File: src/hw/interval_timer_map.svh
// register map, field positions, reset values and timing counts of the interval timer
// assumes inclusion by bare name from the package and the design file
`ifndef INTERVAL_TIMER_MAP_SVH
`define INTERVAL_TIMER_MAP_SVH

// ----------------------------------------------------------------
// register byte addresses
// ----------------------------------------------------------------
`define ADDR_TIMER_CONTROL 8'h00
`define ADDR_PERIOD_VALUE 8'h04
`define ADDR_COUNT_VALUE 8'h08
`define ADDR_IRQ_STATUS 8'h0C
`define ADDR_IRQ_MASK 8'h10
`define ADDR_IRQ_PRIORITY 8'h14

// ----------------------------------------------------------------
// control fields
// ----------------------------------------------------------------
`define BIT_RUN_CONTROL 15
`define BIT_IDLE_HALT 13
`define BIT_GATE_ACCUMULATE 6
`define BIT_PRESCALE_HI 5
`define BIT_PRESCALE_LO 4
`define BIT_EXT_SYNC_SELECT 2
`define BIT_CLOCK_SOURCE_SELECT 1
`define CTRL_IMPL_MASK 16'hA076

// ----------------------------------------------------------------
// status bits, reset values, widths, prescale limits
// ----------------------------------------------------------------
`define IRQ_BIT_MATCH 0
`define IRQ_BIT_GATE_FALL 1
`define IRQ_BITS 2
`define PRIO_BITS 3
`define RST_CTRL 16'h0000
`define RST_PERIOD 16'hFFFF
`define RST_ZERO16 16'h0000
`define PRESC_LIM_1 8'h00
`define PRESC_LIM_8 8'h07
`define PRESC_LIM_64 8'h3F
`define PRESC_LIM_256 8'hFF
`define RESP_OKAY 2'h0
`define RESP_SLVERR 2'h2

`endif

File: src/hw/interval_timer_pkg.sv
// types shared by the interval timer
// assumes the map header sits beside it
`include "interval_timer_map.svh"

package interval_timer_pkg;
    typedef enum logic [1:0] {
        PRESC_DIV1 = 2'b00,
        PRESC_DIV8 = 2'b01,
        PRESC_DIV64 = 2'b10,
        PRESC_DIV256 = 2'b11
    } prescale_t;

    typedef enum logic [1:0] {
        SRC_INTERNAL = 2'b00,
        SRC_GATED = 2'b01,
        SRC_EXT_SYNC = 2'b10,
        SRC_EXT_ASYNC = 2'b11
    } source_mode_t;
endpackage : interval_timer_pkg

File: src/hw/interval_timer.sv
// 16-bit interval timer/counter with prescaler, gate and period match, AXI4-Lite slave
// assumes aclk is the oscillator, pins arrive from outside the clock domain
//
// Contract
// 16-bit counter runs as timer, synchronous or asynchronous external edge counter
// interrupt on period match; in gated mode also on gate falling edge
// run control bit 15 starts counting when 1, stops when 0
// idle halt bit 13 stops the unit in idle; clear keeps counting
// gate accumulate bit 6 gates counting only with internal source selected
// prescale select bits 5-4: 11 by 256, 10 by 64, 01 by 8, 00 by 1
// ext sync select bit 2 syncs external input; ignored with internal source
// clock source bit 1: 1 external rising edges, 0 internal at half oscillator
// control bits 14, 12-7, 3, 0 read zero; implemented bits reset zero
// control write while running clears the prescale counter; software avoids it
// software sets run, prescale, source and gating, sync, then the period
// software sets interrupt enable and three-bit priority when interrupts are wanted
// counter keeps running in idle or sleep, subject to idle halt; sleep here stops all but the asynchronous external counter
// each tick increments; at period value next tick returns to zero and flags
// gated mode advances on internal ticks only while the gate is high
`timescale 1ns/1ps
`include "interval_timer_map.svh"

module interval_timer (
    // clock and reset
    input wire logic aclk,
    input wire logic aresetn,
    // write address channel
    input wire logic [7:0] s_axi_awaddr,
    input wire logic s_axi_awvalid,
    output logic s_axi_awready,
    // write data channel
    input wire logic [31:0] s_axi_wdata,
    input wire logic [3:0] s_axi_wstrb,
    input wire logic s_axi_wvalid,
    output logic s_axi_wready,
    // write response channel
    output logic [1:0] s_axi_bresp,
    output logic s_axi_bvalid,
    input wire logic s_axi_bready,
    // read address channel
    input wire logic [7:0] s_axi_araddr,
    input wire logic s_axi_arvalid,
    output logic s_axi_arready,
    // read data channel
    output logic [31:0] s_axi_rdata,
    output logic [1:0] s_axi_rresp,
    output logic s_axi_rvalid,
    input wire logic s_axi_rready,
    // pins and power modes
    input wire logic ext_count_pin,
    input wire logic ext_gate_pin,
    input wire logic idle_mode,
    input wire logic sleep_mode,
    // interrupt
    output logic irq,
    output logic [2:0] match_irq_priority
);

    // ----------------------------------------------------------------
    // functions
    // ----------------------------------------------------------------
    function automatic logic [15:0] merge16(input logic [15:0] old_v, input logic [31:0] d,
                                            input logic [3:0] strb);
        logic [15:0] v;
        v = old_v;
        if (strb[0]) begin
            v[7:0] = d[7:0];
        end
        if (strb[1]) begin
            v[15:8] = d[15:8];
        end
        return v;
    endfunction : merge16

    function automatic logic [7:0] presc_limit(input interval_timer_pkg::prescale_t sel);
        case (sel)
            interval_timer_pkg::PRESC_DIV1: presc_limit = `PRESC_LIM_1;
            interval_timer_pkg::PRESC_DIV8: presc_limit = `PRESC_LIM_8;
            interval_timer_pkg::PRESC_DIV64: presc_limit = `PRESC_LIM_64;
            interval_timer_pkg::PRESC_DIV256: presc_limit = `PRESC_LIM_256;
            default: presc_limit = `PRESC_LIM_1;
        endcase
    endfunction : presc_limit

    // ----------------------------------------------------------------
    // state
    // ----------------------------------------------------------------
    logic [15:0] ctrl_r;
    logic [15:0] period_r;
    logic [15:0] count_r;
    logic [7:0] presc_r;
    logic [`IRQ_BITS-1:0] status_r;
    logic [`IRQ_BITS-1:0] mask_r;
    logic [2:0] prio_r;
    logic pin_s1_r, pin_s2_r, pin_s3_r;
    logic gate_s1_r, gate_s2_r, gate_s3_r;
    logic half_en_r;
    logic pend_r;
    logic aw_held_r, w_held_r;
    logic [7:0] awaddr_r;
    logic [31:0] wdata_r;
    logic [3:0] wstrb_r;
    logic [1:0] bresp_r;
    logic bvalid_r;
    logic [31:0] rdata_r;
    logic [1:0] rresp_r;
    logic rvalid_r;

    // ----------------------------------------------------------------
    // control decode
    // ----------------------------------------------------------------
    logic run_control, idle_halt, gate_accumulate, ext_sync_select, clock_source_select;
    interval_timer_pkg::prescale_t prescale_select;
    interval_timer_pkg::source_mode_t src_mode;
    logic [7:0] presc_lim;

    assign run_control = ctrl_r[`BIT_RUN_CONTROL];
    assign idle_halt = ctrl_r[`BIT_IDLE_HALT];
    assign gate_accumulate = ctrl_r[`BIT_GATE_ACCUMULATE];
    assign ext_sync_select = ctrl_r[`BIT_EXT_SYNC_SELECT];
    assign clock_source_select = ctrl_r[`BIT_CLOCK_SOURCE_SELECT];
    assign prescale_select =
        interval_timer_pkg::prescale_t'(ctrl_r[`BIT_PRESCALE_HI:`BIT_PRESCALE_LO]);
    assign presc_lim = presc_limit(prescale_select);

    always_comb begin
        if (clock_source_select) begin
            src_mode = ext_sync_select ? interval_timer_pkg::SRC_EXT_SYNC
                                       : interval_timer_pkg::SRC_EXT_ASYNC;
        end else begin
            src_mode = gate_accumulate ? interval_timer_pkg::SRC_GATED
                                       : interval_timer_pkg::SRC_INTERNAL;
        end
    end

    // ----------------------------------------------------------------
    // bus decode
    // ----------------------------------------------------------------
    logic wr_fire, rd_fire, wr_ok, rd_ok;
    logic wr_ctrl, wr_period, wr_count, wr_status, wr_mask, wr_prio;
    logic [15:0] ctrl_new;

    assign wr_fire = aw_held_r && w_held_r && !bvalid_r;
    assign rd_fire = s_axi_arvalid && !rvalid_r;
    assign wr_ctrl = wr_fire && awaddr_r == `ADDR_TIMER_CONTROL;
    assign wr_period = wr_fire && awaddr_r == `ADDR_PERIOD_VALUE;
    assign wr_count = wr_fire && awaddr_r == `ADDR_COUNT_VALUE;
    assign wr_status = wr_fire && awaddr_r == `ADDR_IRQ_STATUS;
    assign wr_mask = wr_fire && awaddr_r == `ADDR_IRQ_MASK;
    assign wr_prio = wr_fire && awaddr_r == `ADDR_IRQ_PRIORITY;
    assign wr_ok = wr_ctrl || wr_period || wr_count || wr_status || wr_mask || wr_prio;
    assign ctrl_new = merge16(ctrl_r, wdata_r, wstrb_r) & `CTRL_IMPL_MASK;

    // ----------------------------------------------------------------
    // pin synchronisers
    // ----------------------------------------------------------------
    always_ff @(posedge aclk) begin
        if (!aresetn) begin
            pin_s1_r <= 1'b0;
            pin_s2_r <= 1'b0;
            pin_s3_r <= 1'b0;
            gate_s1_r <= 1'b0;
            gate_s2_r <= 1'b0;
            gate_s3_r <= 1'b0;
        end else begin
            pin_s1_r <= ext_count_pin;
            pin_s2_r <= pin_s1_r;
            pin_s3_r <= pin_s2_r;
            gate_s1_r <= ext_gate_pin;
            gate_s2_r <= gate_s1_r;
            gate_s3_r <= gate_s2_r;
        end
    end

    // ----------------------------------------------------------------
    // count source and enables
    // ----------------------------------------------------------------
    logic ext_rise, gate_fall, src_en, run_en, tick;

    assign ext_rise = pin_s2_r && !pin_s3_r;
    assign gate_fall = gate_s3_r && !gate_s2_r;

    always_comb begin
        case (src_mode)
            interval_timer_pkg::SRC_INTERNAL: src_en = half_en_r;
            interval_timer_pkg::SRC_GATED: src_en = half_en_r && gate_s2_r;
            interval_timer_pkg::SRC_EXT_SYNC: src_en = pend_r && half_en_r;
            interval_timer_pkg::SRC_EXT_ASYNC: src_en = ext_rise;
            default: src_en = 1'b0;
        endcase
    end

    // sleep stops the internal clock; only the unsynchronised counter keeps going
    assign run_en = run_control
        && !(idle_mode && idle_halt)
        && !(sleep_mode && src_mode != interval_timer_pkg::SRC_EXT_ASYNC);
    assign tick = run_en && src_en && presc_r == presc_lim;

    always_ff @(posedge aclk) begin
        if (!aresetn) begin
            half_en_r <= 1'b0;
        end else begin
            half_en_r <= !half_en_r;
        end
    end

    // external edge held until the next internal clock phase
    always_ff @(posedge aclk) begin
        if (!aresetn) begin
            pend_r <= 1'b0;
        end else if (ext_rise) begin
            pend_r <= 1'b1;
        end else if (half_en_r) begin
            pend_r <= 1'b0;
        end
    end

    // ----------------------------------------------------------------
    // prescaler and counter
    // ----------------------------------------------------------------
    always_ff @(posedge aclk) begin
        if (!aresetn) begin
            presc_r <= 8'h00;
        end else if ((wr_ctrl && run_control) || !run_control) begin
            presc_r <= 8'h00;
        end else if (run_en && src_en) begin
            presc_r <= (presc_r == presc_lim) ? 8'h00 : presc_r + 8'h01;
        end
    end

    always_ff @(posedge aclk) begin
        if (!aresetn) begin
            count_r <= `RST_ZERO16;
        end else if (wr_count) begin
            count_r <= merge16(count_r, wdata_r, wstrb_r);
        end else if (tick) begin
            count_r <= (count_r == period_r) ? `RST_ZERO16 : count_r + 16'h0001;
        end
    end

    // ----------------------------------------------------------------
    // registers
    // ----------------------------------------------------------------
    always_ff @(posedge aclk) begin
        if (!aresetn) begin
            ctrl_r <= `RST_CTRL;
        end else if (wr_ctrl) begin
            ctrl_r <= ctrl_new;
        end
    end

    always_ff @(posedge aclk) begin
        if (!aresetn) begin
            period_r <= `RST_PERIOD;
            mask_r <= '0;
            prio_r <= 3'h0;
        end else begin
            if (wr_period) begin
                period_r <= merge16(period_r, wdata_r, wstrb_r);
            end
            if (wr_mask && wstrb_r[0]) begin
                mask_r <= wdata_r[`IRQ_BITS-1:0];
            end
            if (wr_prio && wstrb_r[0]) begin
                prio_r <= wdata_r[`PRIO_BITS-1:0];
            end
        end
    end

    // ----------------------------------------------------------------
    // interrupt status, set wins over clear
    // ----------------------------------------------------------------
    logic [`IRQ_BITS-1:0] irq_set, irq_clr;

    always_comb begin
        irq_set = '0;
        irq_set[`IRQ_BIT_MATCH] = tick && count_r == period_r;
        irq_set[`IRQ_BIT_GATE_FALL] = run_en
            && src_mode == interval_timer_pkg::SRC_GATED && gate_fall;
        irq_clr = (wr_status && wstrb_r[0]) ? wdata_r[`IRQ_BITS-1:0] : '0;
    end

    always_ff @(posedge aclk) begin
        if (!aresetn) begin
            status_r <= '0;
        end else begin
            status_r <= (status_r & ~irq_clr) | irq_set;
        end
    end

    assign irq = |(status_r & mask_r);
    assign match_irq_priority = prio_r;

    // ----------------------------------------------------------------
    // AXI4-Lite write path
    // ----------------------------------------------------------------
    always_ff @(posedge aclk) begin
        if (!aresetn) begin
            aw_held_r <= 1'b0;
            w_held_r <= 1'b0;
            awaddr_r <= 8'h00;
            wdata_r <= 32'h0000_0000;
            wstrb_r <= 4'h0;
        end else begin
            if (s_axi_awvalid && s_axi_awready) begin
                aw_held_r <= 1'b1;
                awaddr_r <= s_axi_awaddr;
            end else if (wr_fire) begin
                aw_held_r <= 1'b0;
            end
            if (s_axi_wvalid && s_axi_wready) begin
                w_held_r <= 1'b1;
                wdata_r <= s_axi_wdata;
                wstrb_r <= s_axi_wstrb;
            end else if (wr_fire) begin
                w_held_r <= 1'b0;
            end
        end
    end

    always_ff @(posedge aclk) begin
        if (!aresetn) begin
            bvalid_r <= 1'b0;
            bresp_r <= `RESP_OKAY;
        end else if (wr_fire) begin
            bvalid_r <= 1'b1;
            bresp_r <= wr_ok ? `RESP_OKAY : `RESP_SLVERR;
        end else if (s_axi_bready) begin
            bvalid_r <= 1'b0;
        end
    end

    assign s_axi_awready = !aw_held_r;
    assign s_axi_wready = !w_held_r;
    assign s_axi_bvalid = bvalid_r;
    assign s_axi_bresp = bresp_r;

    // ----------------------------------------------------------------
    // AXI4-Lite read path
    // ----------------------------------------------------------------
    logic [31:0] rd_mux;

    always_comb begin
        rd_mux = 32'h0000_0000;
        rd_ok = 1'b1;
        case (s_axi_araddr)
            `ADDR_TIMER_CONTROL: rd_mux[15:0] = ctrl_r;
            `ADDR_PERIOD_VALUE: rd_mux[15:0] = period_r;
            `ADDR_COUNT_VALUE: rd_mux[15:0] = count_r;
            `ADDR_IRQ_STATUS: rd_mux[`IRQ_BITS-1:0] = status_r;
            `ADDR_IRQ_MASK: rd_mux[`IRQ_BITS-1:0] = mask_r;
            `ADDR_IRQ_PRIORITY: rd_mux[`PRIO_BITS-1:0] = prio_r;
            default: rd_ok = 1'b0;
        endcase
    end

    always_ff @(posedge aclk) begin
        if (!aresetn) begin
            rvalid_r <= 1'b0;
            rdata_r <= 32'h0000_0000;
            rresp_r <= `RESP_OKAY;
        end else if (rd_fire) begin
            rvalid_r <= 1'b1;
            rdata_r <= rd_mux;
            rresp_r <= rd_ok ? `RESP_OKAY : `RESP_SLVERR;
        end else if (s_axi_rready) begin
            rvalid_r <= 1'b0;
        end
    end

    assign s_axi_arready = !rvalid_r;
    assign s_axi_rvalid = rvalid_r;
    assign s_axi_rdata = rdata_r;
    assign s_axi_rresp = rresp_r;
endmodule : interval_timer

File: config.mk
export PLATFORM = sky130hd
export DESIGN_NAME = interval_timer
export DESIGN_NICKNAME = d
export VERILOG_FILES = /design/src/hw/interval_timer_pkg.sv /design/src/hw/interval_timer.sv
export VERILOG_INCLUDE_DIRS = /design/src /design/src/hw
export SDC_FILE = /design/constraint.sdc
export NUM_CORES = 1
export LEC_CHECK = 0
export ABC_AREA = 1
export ABC_CLOCK_PERIOD_IN_PS = 1500
export BUFFER_PORTS_ARGS = -buffer_cell sky130_fd_sc_hd__buf_2
export CAP_MARGIN = 20
export CORE_ASPECT_RATIO = 0.75
export CORE_MARGIN = 1
export CORE_UTILIZATION = 29
export CTS_CLUSTER_DIAMETER = 120
export DETAILED_ROUTE_END_ITERATION = 10
export PLACE_DENSITY = 0.6
export SETUP_SLACK_MARGIN = 0.4
export SLEW_MARGIN = 30
export SYNTH_ARGS = -nofsm -noshare
export SYNTH_HDL_FRONTEND = slang
export SYNTH_SLANG_ARGS = --single-unit
File: constraint.sdc
create_clock -name aclk -period 1.5 [get_ports aclk]
set_input_delay 0.3 -clock aclk [delete_from_list [all_inputs] [get_ports aclk]]
set_output_delay 0.3 -clock aclk [all_outputs]
set_load 0.005 [all_outputs]
* Word-level counts from Yosys, hierarchy flattened
Index checks and enable logic that the tools add are counted.
** Word-level totals
- Word-level logic and storage cells :: 146
- Bits in registers :: 112
** Operators by class
- Add/subtract/negate cells :: 2
- Equality and inequality tests :: 21
- Multiplexer cells :: 27
- Bitwise gates (word level) :: 5
- Reductions and logical operators :: 63
** Operators with widths (number)
- 16-bit two-way mux :: 3
- 13-bit one-hot mux with 3 select lines :: 1
- 8-bit by 4-bit == test with 1-bit output (second input constant) :: 4
- 8-bit by 5-bit == test with 1-bit output (second input constant) :: 4
- 8-bit one-hot mux with 4 select lines :: 1
- 1-bit logical AND :: 28
- 8-bit two-way mux :: 3
- 16-bit by 1-bit adder with 16-bit output (second input constant) :: 1
- 16-bit == test :: 1
- 8-bit by 3-bit == test with 1-bit output (second input constant) :: 2
- 8-bit zero test :: 2
- 1-bit two-way mux :: 12
- 2-bit one-hot mux with 6 select lines :: 1
- 2-bit AND reduction :: 6
- 2-bit nonzero test :: 6
- 1-bit zero test :: 10
- 8-bit by 1-bit adder with 8-bit output (second input constant) :: 1
- 2-bit == test (second input constant) :: 4
- 8-bit == test :: 1
- 2-bit two-way mux :: 4
- 1-bit one-hot mux with 4 select lines :: 2
- 1-bit logical OR :: 6
- 2-bit != test (second input constant) :: 3
- 6-bit OR reduction :: 1
- other kinds (7) :: 11

* Logic depth before layout (Yosys ltp)
- Depth in word-level cells :: 10
- Mapped depth :: 13
- Mapped depth without buffers :: 12

* Least setup slack after synthesis
OpenSTA, ideal clock, no wires.
- Kind :: register to register
- Start :: register count_r[0]
- End :: register count_r[8]
- Slack :: 0.051 ns
- Stages on the path, launching flop included :: 11
- Data arrival time :: 1.337 ns
- Period minus slack after synthesis :: 1.449 ns
- Data required time :: 1.389 ns
- Cell sequence :: dfxtp_1 ha_1 nand2_1 nor2_1 nand2_1 xor2_1 inv_1 nand3_1 nand2_1 nor2_1 nor2_1
** Between the ends
- Cells in the longest elaborated chain, start to end :: 4
- Elaborated cells between the ends (all ways) :: 5
** RTL lines
- from (decl) :: line interval_timer.sv:90 : logic [15:0] count_r;
- from (signal assigned) :: line interval_timer.sv:233 : count_r <= `RST_ZERO16;
- from (signal assigned) :: line interval_timer.sv:235 : count_r <= merge16(count_r, wdata_r, wstrb_r);
- from (signal assigned) :: line interval_timer.sv:237 : count_r <= (count_r == period_r) ? `RST_ZERO16 : count_r + 16'h0001;
- 16-bit by 1-bit adder with 16-bit output / 16-bit == test (equally long branches) :: line interval_timer.sv:237
- 16-bit two-way mux (*) :: line interval_timer.sv:237
- 16-bit two-way mux (*) :: line interval_timer.sv:236 : end else if (tick) begin
- 16-bit two-way mux (*) :: line interval_timer.sv:234 : end else if (wr_count) begin
Every way passes the cells marked *; elsewhere a longest branch is shown, timed or not. The select of a mux whose other input is x is not followed.
A chain may end at the register's enable or synchronous reset.

* Worst setup path in the final report
- Start :: register ctrl_r[1]
- End :: register count_r[13]
** Between the ends
- Cells in the longest elaborated chain, start to end :: 9
- Elaborated cells between the ends (all ways) :: 14
** RTL lines
- from (decl) :: line interval_timer.sv:88 : logic [15:0] ctrl_r;
- from (signal assigned) :: line interval_timer.sv:246 : ctrl_r <= `RST_CTRL;
- from (signal assigned) :: line interval_timer.sv:248 : ctrl_r <= ctrl_new;
- 2-bit two-way mux (*) :: line interval_timer.sv:127 : if (clock_source_select) begin
- branches (longest 4 deep; another with 1-bit one-hot mux with 4 select lines)
- 1-bit logical AND (*) (2 in series) :: line interval_timer.sv:197 : assign tick = run_en && src_en && presc_r == presc_lim;
- 2-bit nonzero test (no source line) (*)
- 2-bit AND reduction (no source line) (*)
Mark *: on every way between the ends.

==> out/qor.yml <==
critPathKind: "flip-flop to flip-flop"
core_mm2: 0.0189
postLayoutSetupSlackWorst_ns: -0.0448
ys_warn_count: 0
dieArea_mm2: 0.0202
rr_startpoint: "ctrl_r[1]"
cap_violations: 0
crit_slowest_cell: "dfxtp_4"
cts_tree: "done"
drc: 0
avgSynthCellArea_um2: 6.50
worst_hold_slack_ns: 0.128
clk_pin_slew_worst_paths_ns: 0.08
min_period_over_period: 1.03
fin_worst_skew_ns: 0.00853
r2r_setup_slack_ns: -0.04
crit_family: "compound AO/OA/AOI/OAI gates"
detail-route-antenna-nets: 0
die_x_um: 164
reg2reg_to: "count_r[13]"
clock_latency_ns: 0.35
synthTopCellsByArea: "dfxtp_1 (39%), nand2_1 (16%), nor2_1 (7.3%), inv_1 (6.7%), nand3_1 (5.6%)"
crit_path_start_kind: "flip-flop"
period_needed_ns: 1.54
min_to: "pin_s1_r"
cts_root_buffer: "clkbuf_16"
clockBufferDepth: 2
crit_fanout: 8
drtPass1Iterations: 5
track_usage: 0.181
rows: 43
dp_cells: 1284
grt_start_max_net_pins: 33
drt_wl_total_um: 18800
post-place-ws_ns: -0.139
power_mw: 6.18
port_buffers: 71
gr-total-overflow: 0
design_area_mm2: 0.00923
antenna_found_initial: 1
r2r_cells: 9
rsz0062_at_grt: "true"
holdPathStages: 3
cts_buffers: 9
cts_sinks: 110
crit_path_end_kind: "flip-flop"
hold_viol: 0
power_density_mw_per_mm2: 670
hold_class: "input pin to flip-flop"
path_cells: "inv_4 -> o21ai_2 -> nand2_2 -> a21oi_4 -> nand3_4 -> o21ai_1 -> nand2_1 -> inv_1 -> nor2_1"
status: "complete, but fails checks"
yosys_register_bits: 110
final_cells: 1340
yosysMostFrequentCell: "nand2_1"
gp_congestion: 0.927
placed_area_mm2: 0.00726
drive_gt1_frac: 0.522
netlist_area_mm2: 0.00570
fin_nets: 1154
num_antenna_cells: 0
path_buf_inv: 2
ys_async_sr_fraction: 0
synth_top_area_frac: 0.387
place_hpwl_um: 13000
synth_edf_count: 0
dr.first_iter.drc_count: 522
netlist_top_cells_count: "nand2_1 (241), nor2_1 (111), dfxtp_1 (110)"
drt-vias-per-instance: 4.71
syn_inst: 876
start_util: 0.302
htree_levels: 3
ir_worst_vdd_v: 0.000629
slowest_delay_ns: 0.40
ios: 108
fmax_mhz: 647
synth-seq-area-share: 0.387
yosysTopAreaCell: "dfxtp_1"
critPathRequiredTime_ns: 1.75
area_delta_synth_final_pct: 62.0
ys_types: 40
worst_ep_arrival_time_ns: 1.79
hold_path.startpoint: "ext_count_pin"
grt_pass1_wl_um: 28500
slew_violations: 0
violations: "setup timing"
wl_per_cell_um: 14.1
synth_top_flop_cell: "dfxtp_1"
vias: 6311
setup_viol: 18
fp.dieH_um: 123
grt_pass1_vias: 5447
p_leak_nw: 4.43
==> cell usage in the layout, fill, tap and decap left out, types with 35 or more instances in the layout <==
cell type	instances
nand2_1	178
buf_4	116
nor2_1	76
inv_1	69
dfxtp_2	57
buf_2	55
nand2_2	49
buf_6	45
dfxtp_1	36
a21oi_1	35
==> worst min-delay path: stages <==
cell and delay (ns):
buf_2 0.07, nand2_1 0.04, inv_1 0.04
==> cell families after synthesis <==
kind of cell    after synthesis  share of synthesized area
compound gates              134                      0.128
buf+inv                     158                      0.122
other cells                   1                   0.000658
xor+xnor                      9                     0.0138
fa+ha+maj                     2                    0.00439
simple gates                462                      0.345
flops                       110                      0.387
==> flip-flops by register name, summed over array words and instances, names as in the netlist, 2 cells and up <==
signal and count:
mask_r 2, match_irq_priority 3, s_axi_rdata 16, wstrb_r 2
status_r 2, presc_r 8, ctrl_r 7, count_r 16
period_r 16, awaddr_r 8, wdata_r 16
==> how the worst max path moves through the flow <==
stage	start	endpoint	slack, ns	depth (start not counted)
after CTS	period_r[10]	count_r[12]	0.01	11
after floorplan	awaddr_r[5]	count_r[13]	0.13	11
final	ctrl_r[1]	count_r[13]	-0.04	9
after global placement	period_r[10]	count_r[14]	-0.13	11
after detailed placement	ctrl_r[5]	count_r[8]	-0.14	11
after global routing	presc_r[4]	count_r[5]	-0.15	11
==> where the power goes <==
group	leakage [nW]	switching (mW)	internal, mW	total, mW
registers	0.921	0.0791	2.98	3.06
logic	3.37	0.460	0.347	0.808
clock network	0.132	1.17	1.15	2.32
==> layout make-up <==
class                           instances  area [µm²]
Inverter                              114         488
Sequential cell                       110        2340
Fill cell                            1816        9660
Timing Repair Buffer                  227        1870
Multi-Input combinational cell        627        3950
Tap cell                              247         309
Clock buffer                            9         225
Clock inverter                          6        55.1
==> stage by stage <==
stage	setup TNS (ns)	util
2_1_floorplan	0	-
3_3_place_gp	-1.84	0.384
3_5_place_dp	-2.03	0.384
4_1_cts	0	0.442
5_1_grt	-2.72	0.489
6_report	-0.389	0.489
==> timing repair <==
action                                  CTS  global route
hold buffers                              0             0
setup buffers                            22            15
gates cloned                              4             0
gates resized for setup                 204           237
pin swaps                                54           104
endpoints found under the setup margin  107           122
==> per-layer routing <==
metal	global-route usage	vias to the layer above	part of all wire
met2	0.259	178	0.43
met5	0	-	0
met4	0.0370	0	0.011
met1	0.274	2929	0.50
li1	-	3188	-
met3	0.0362	16	0.063
Note: power is estimated with default switching activity, not from simulation.
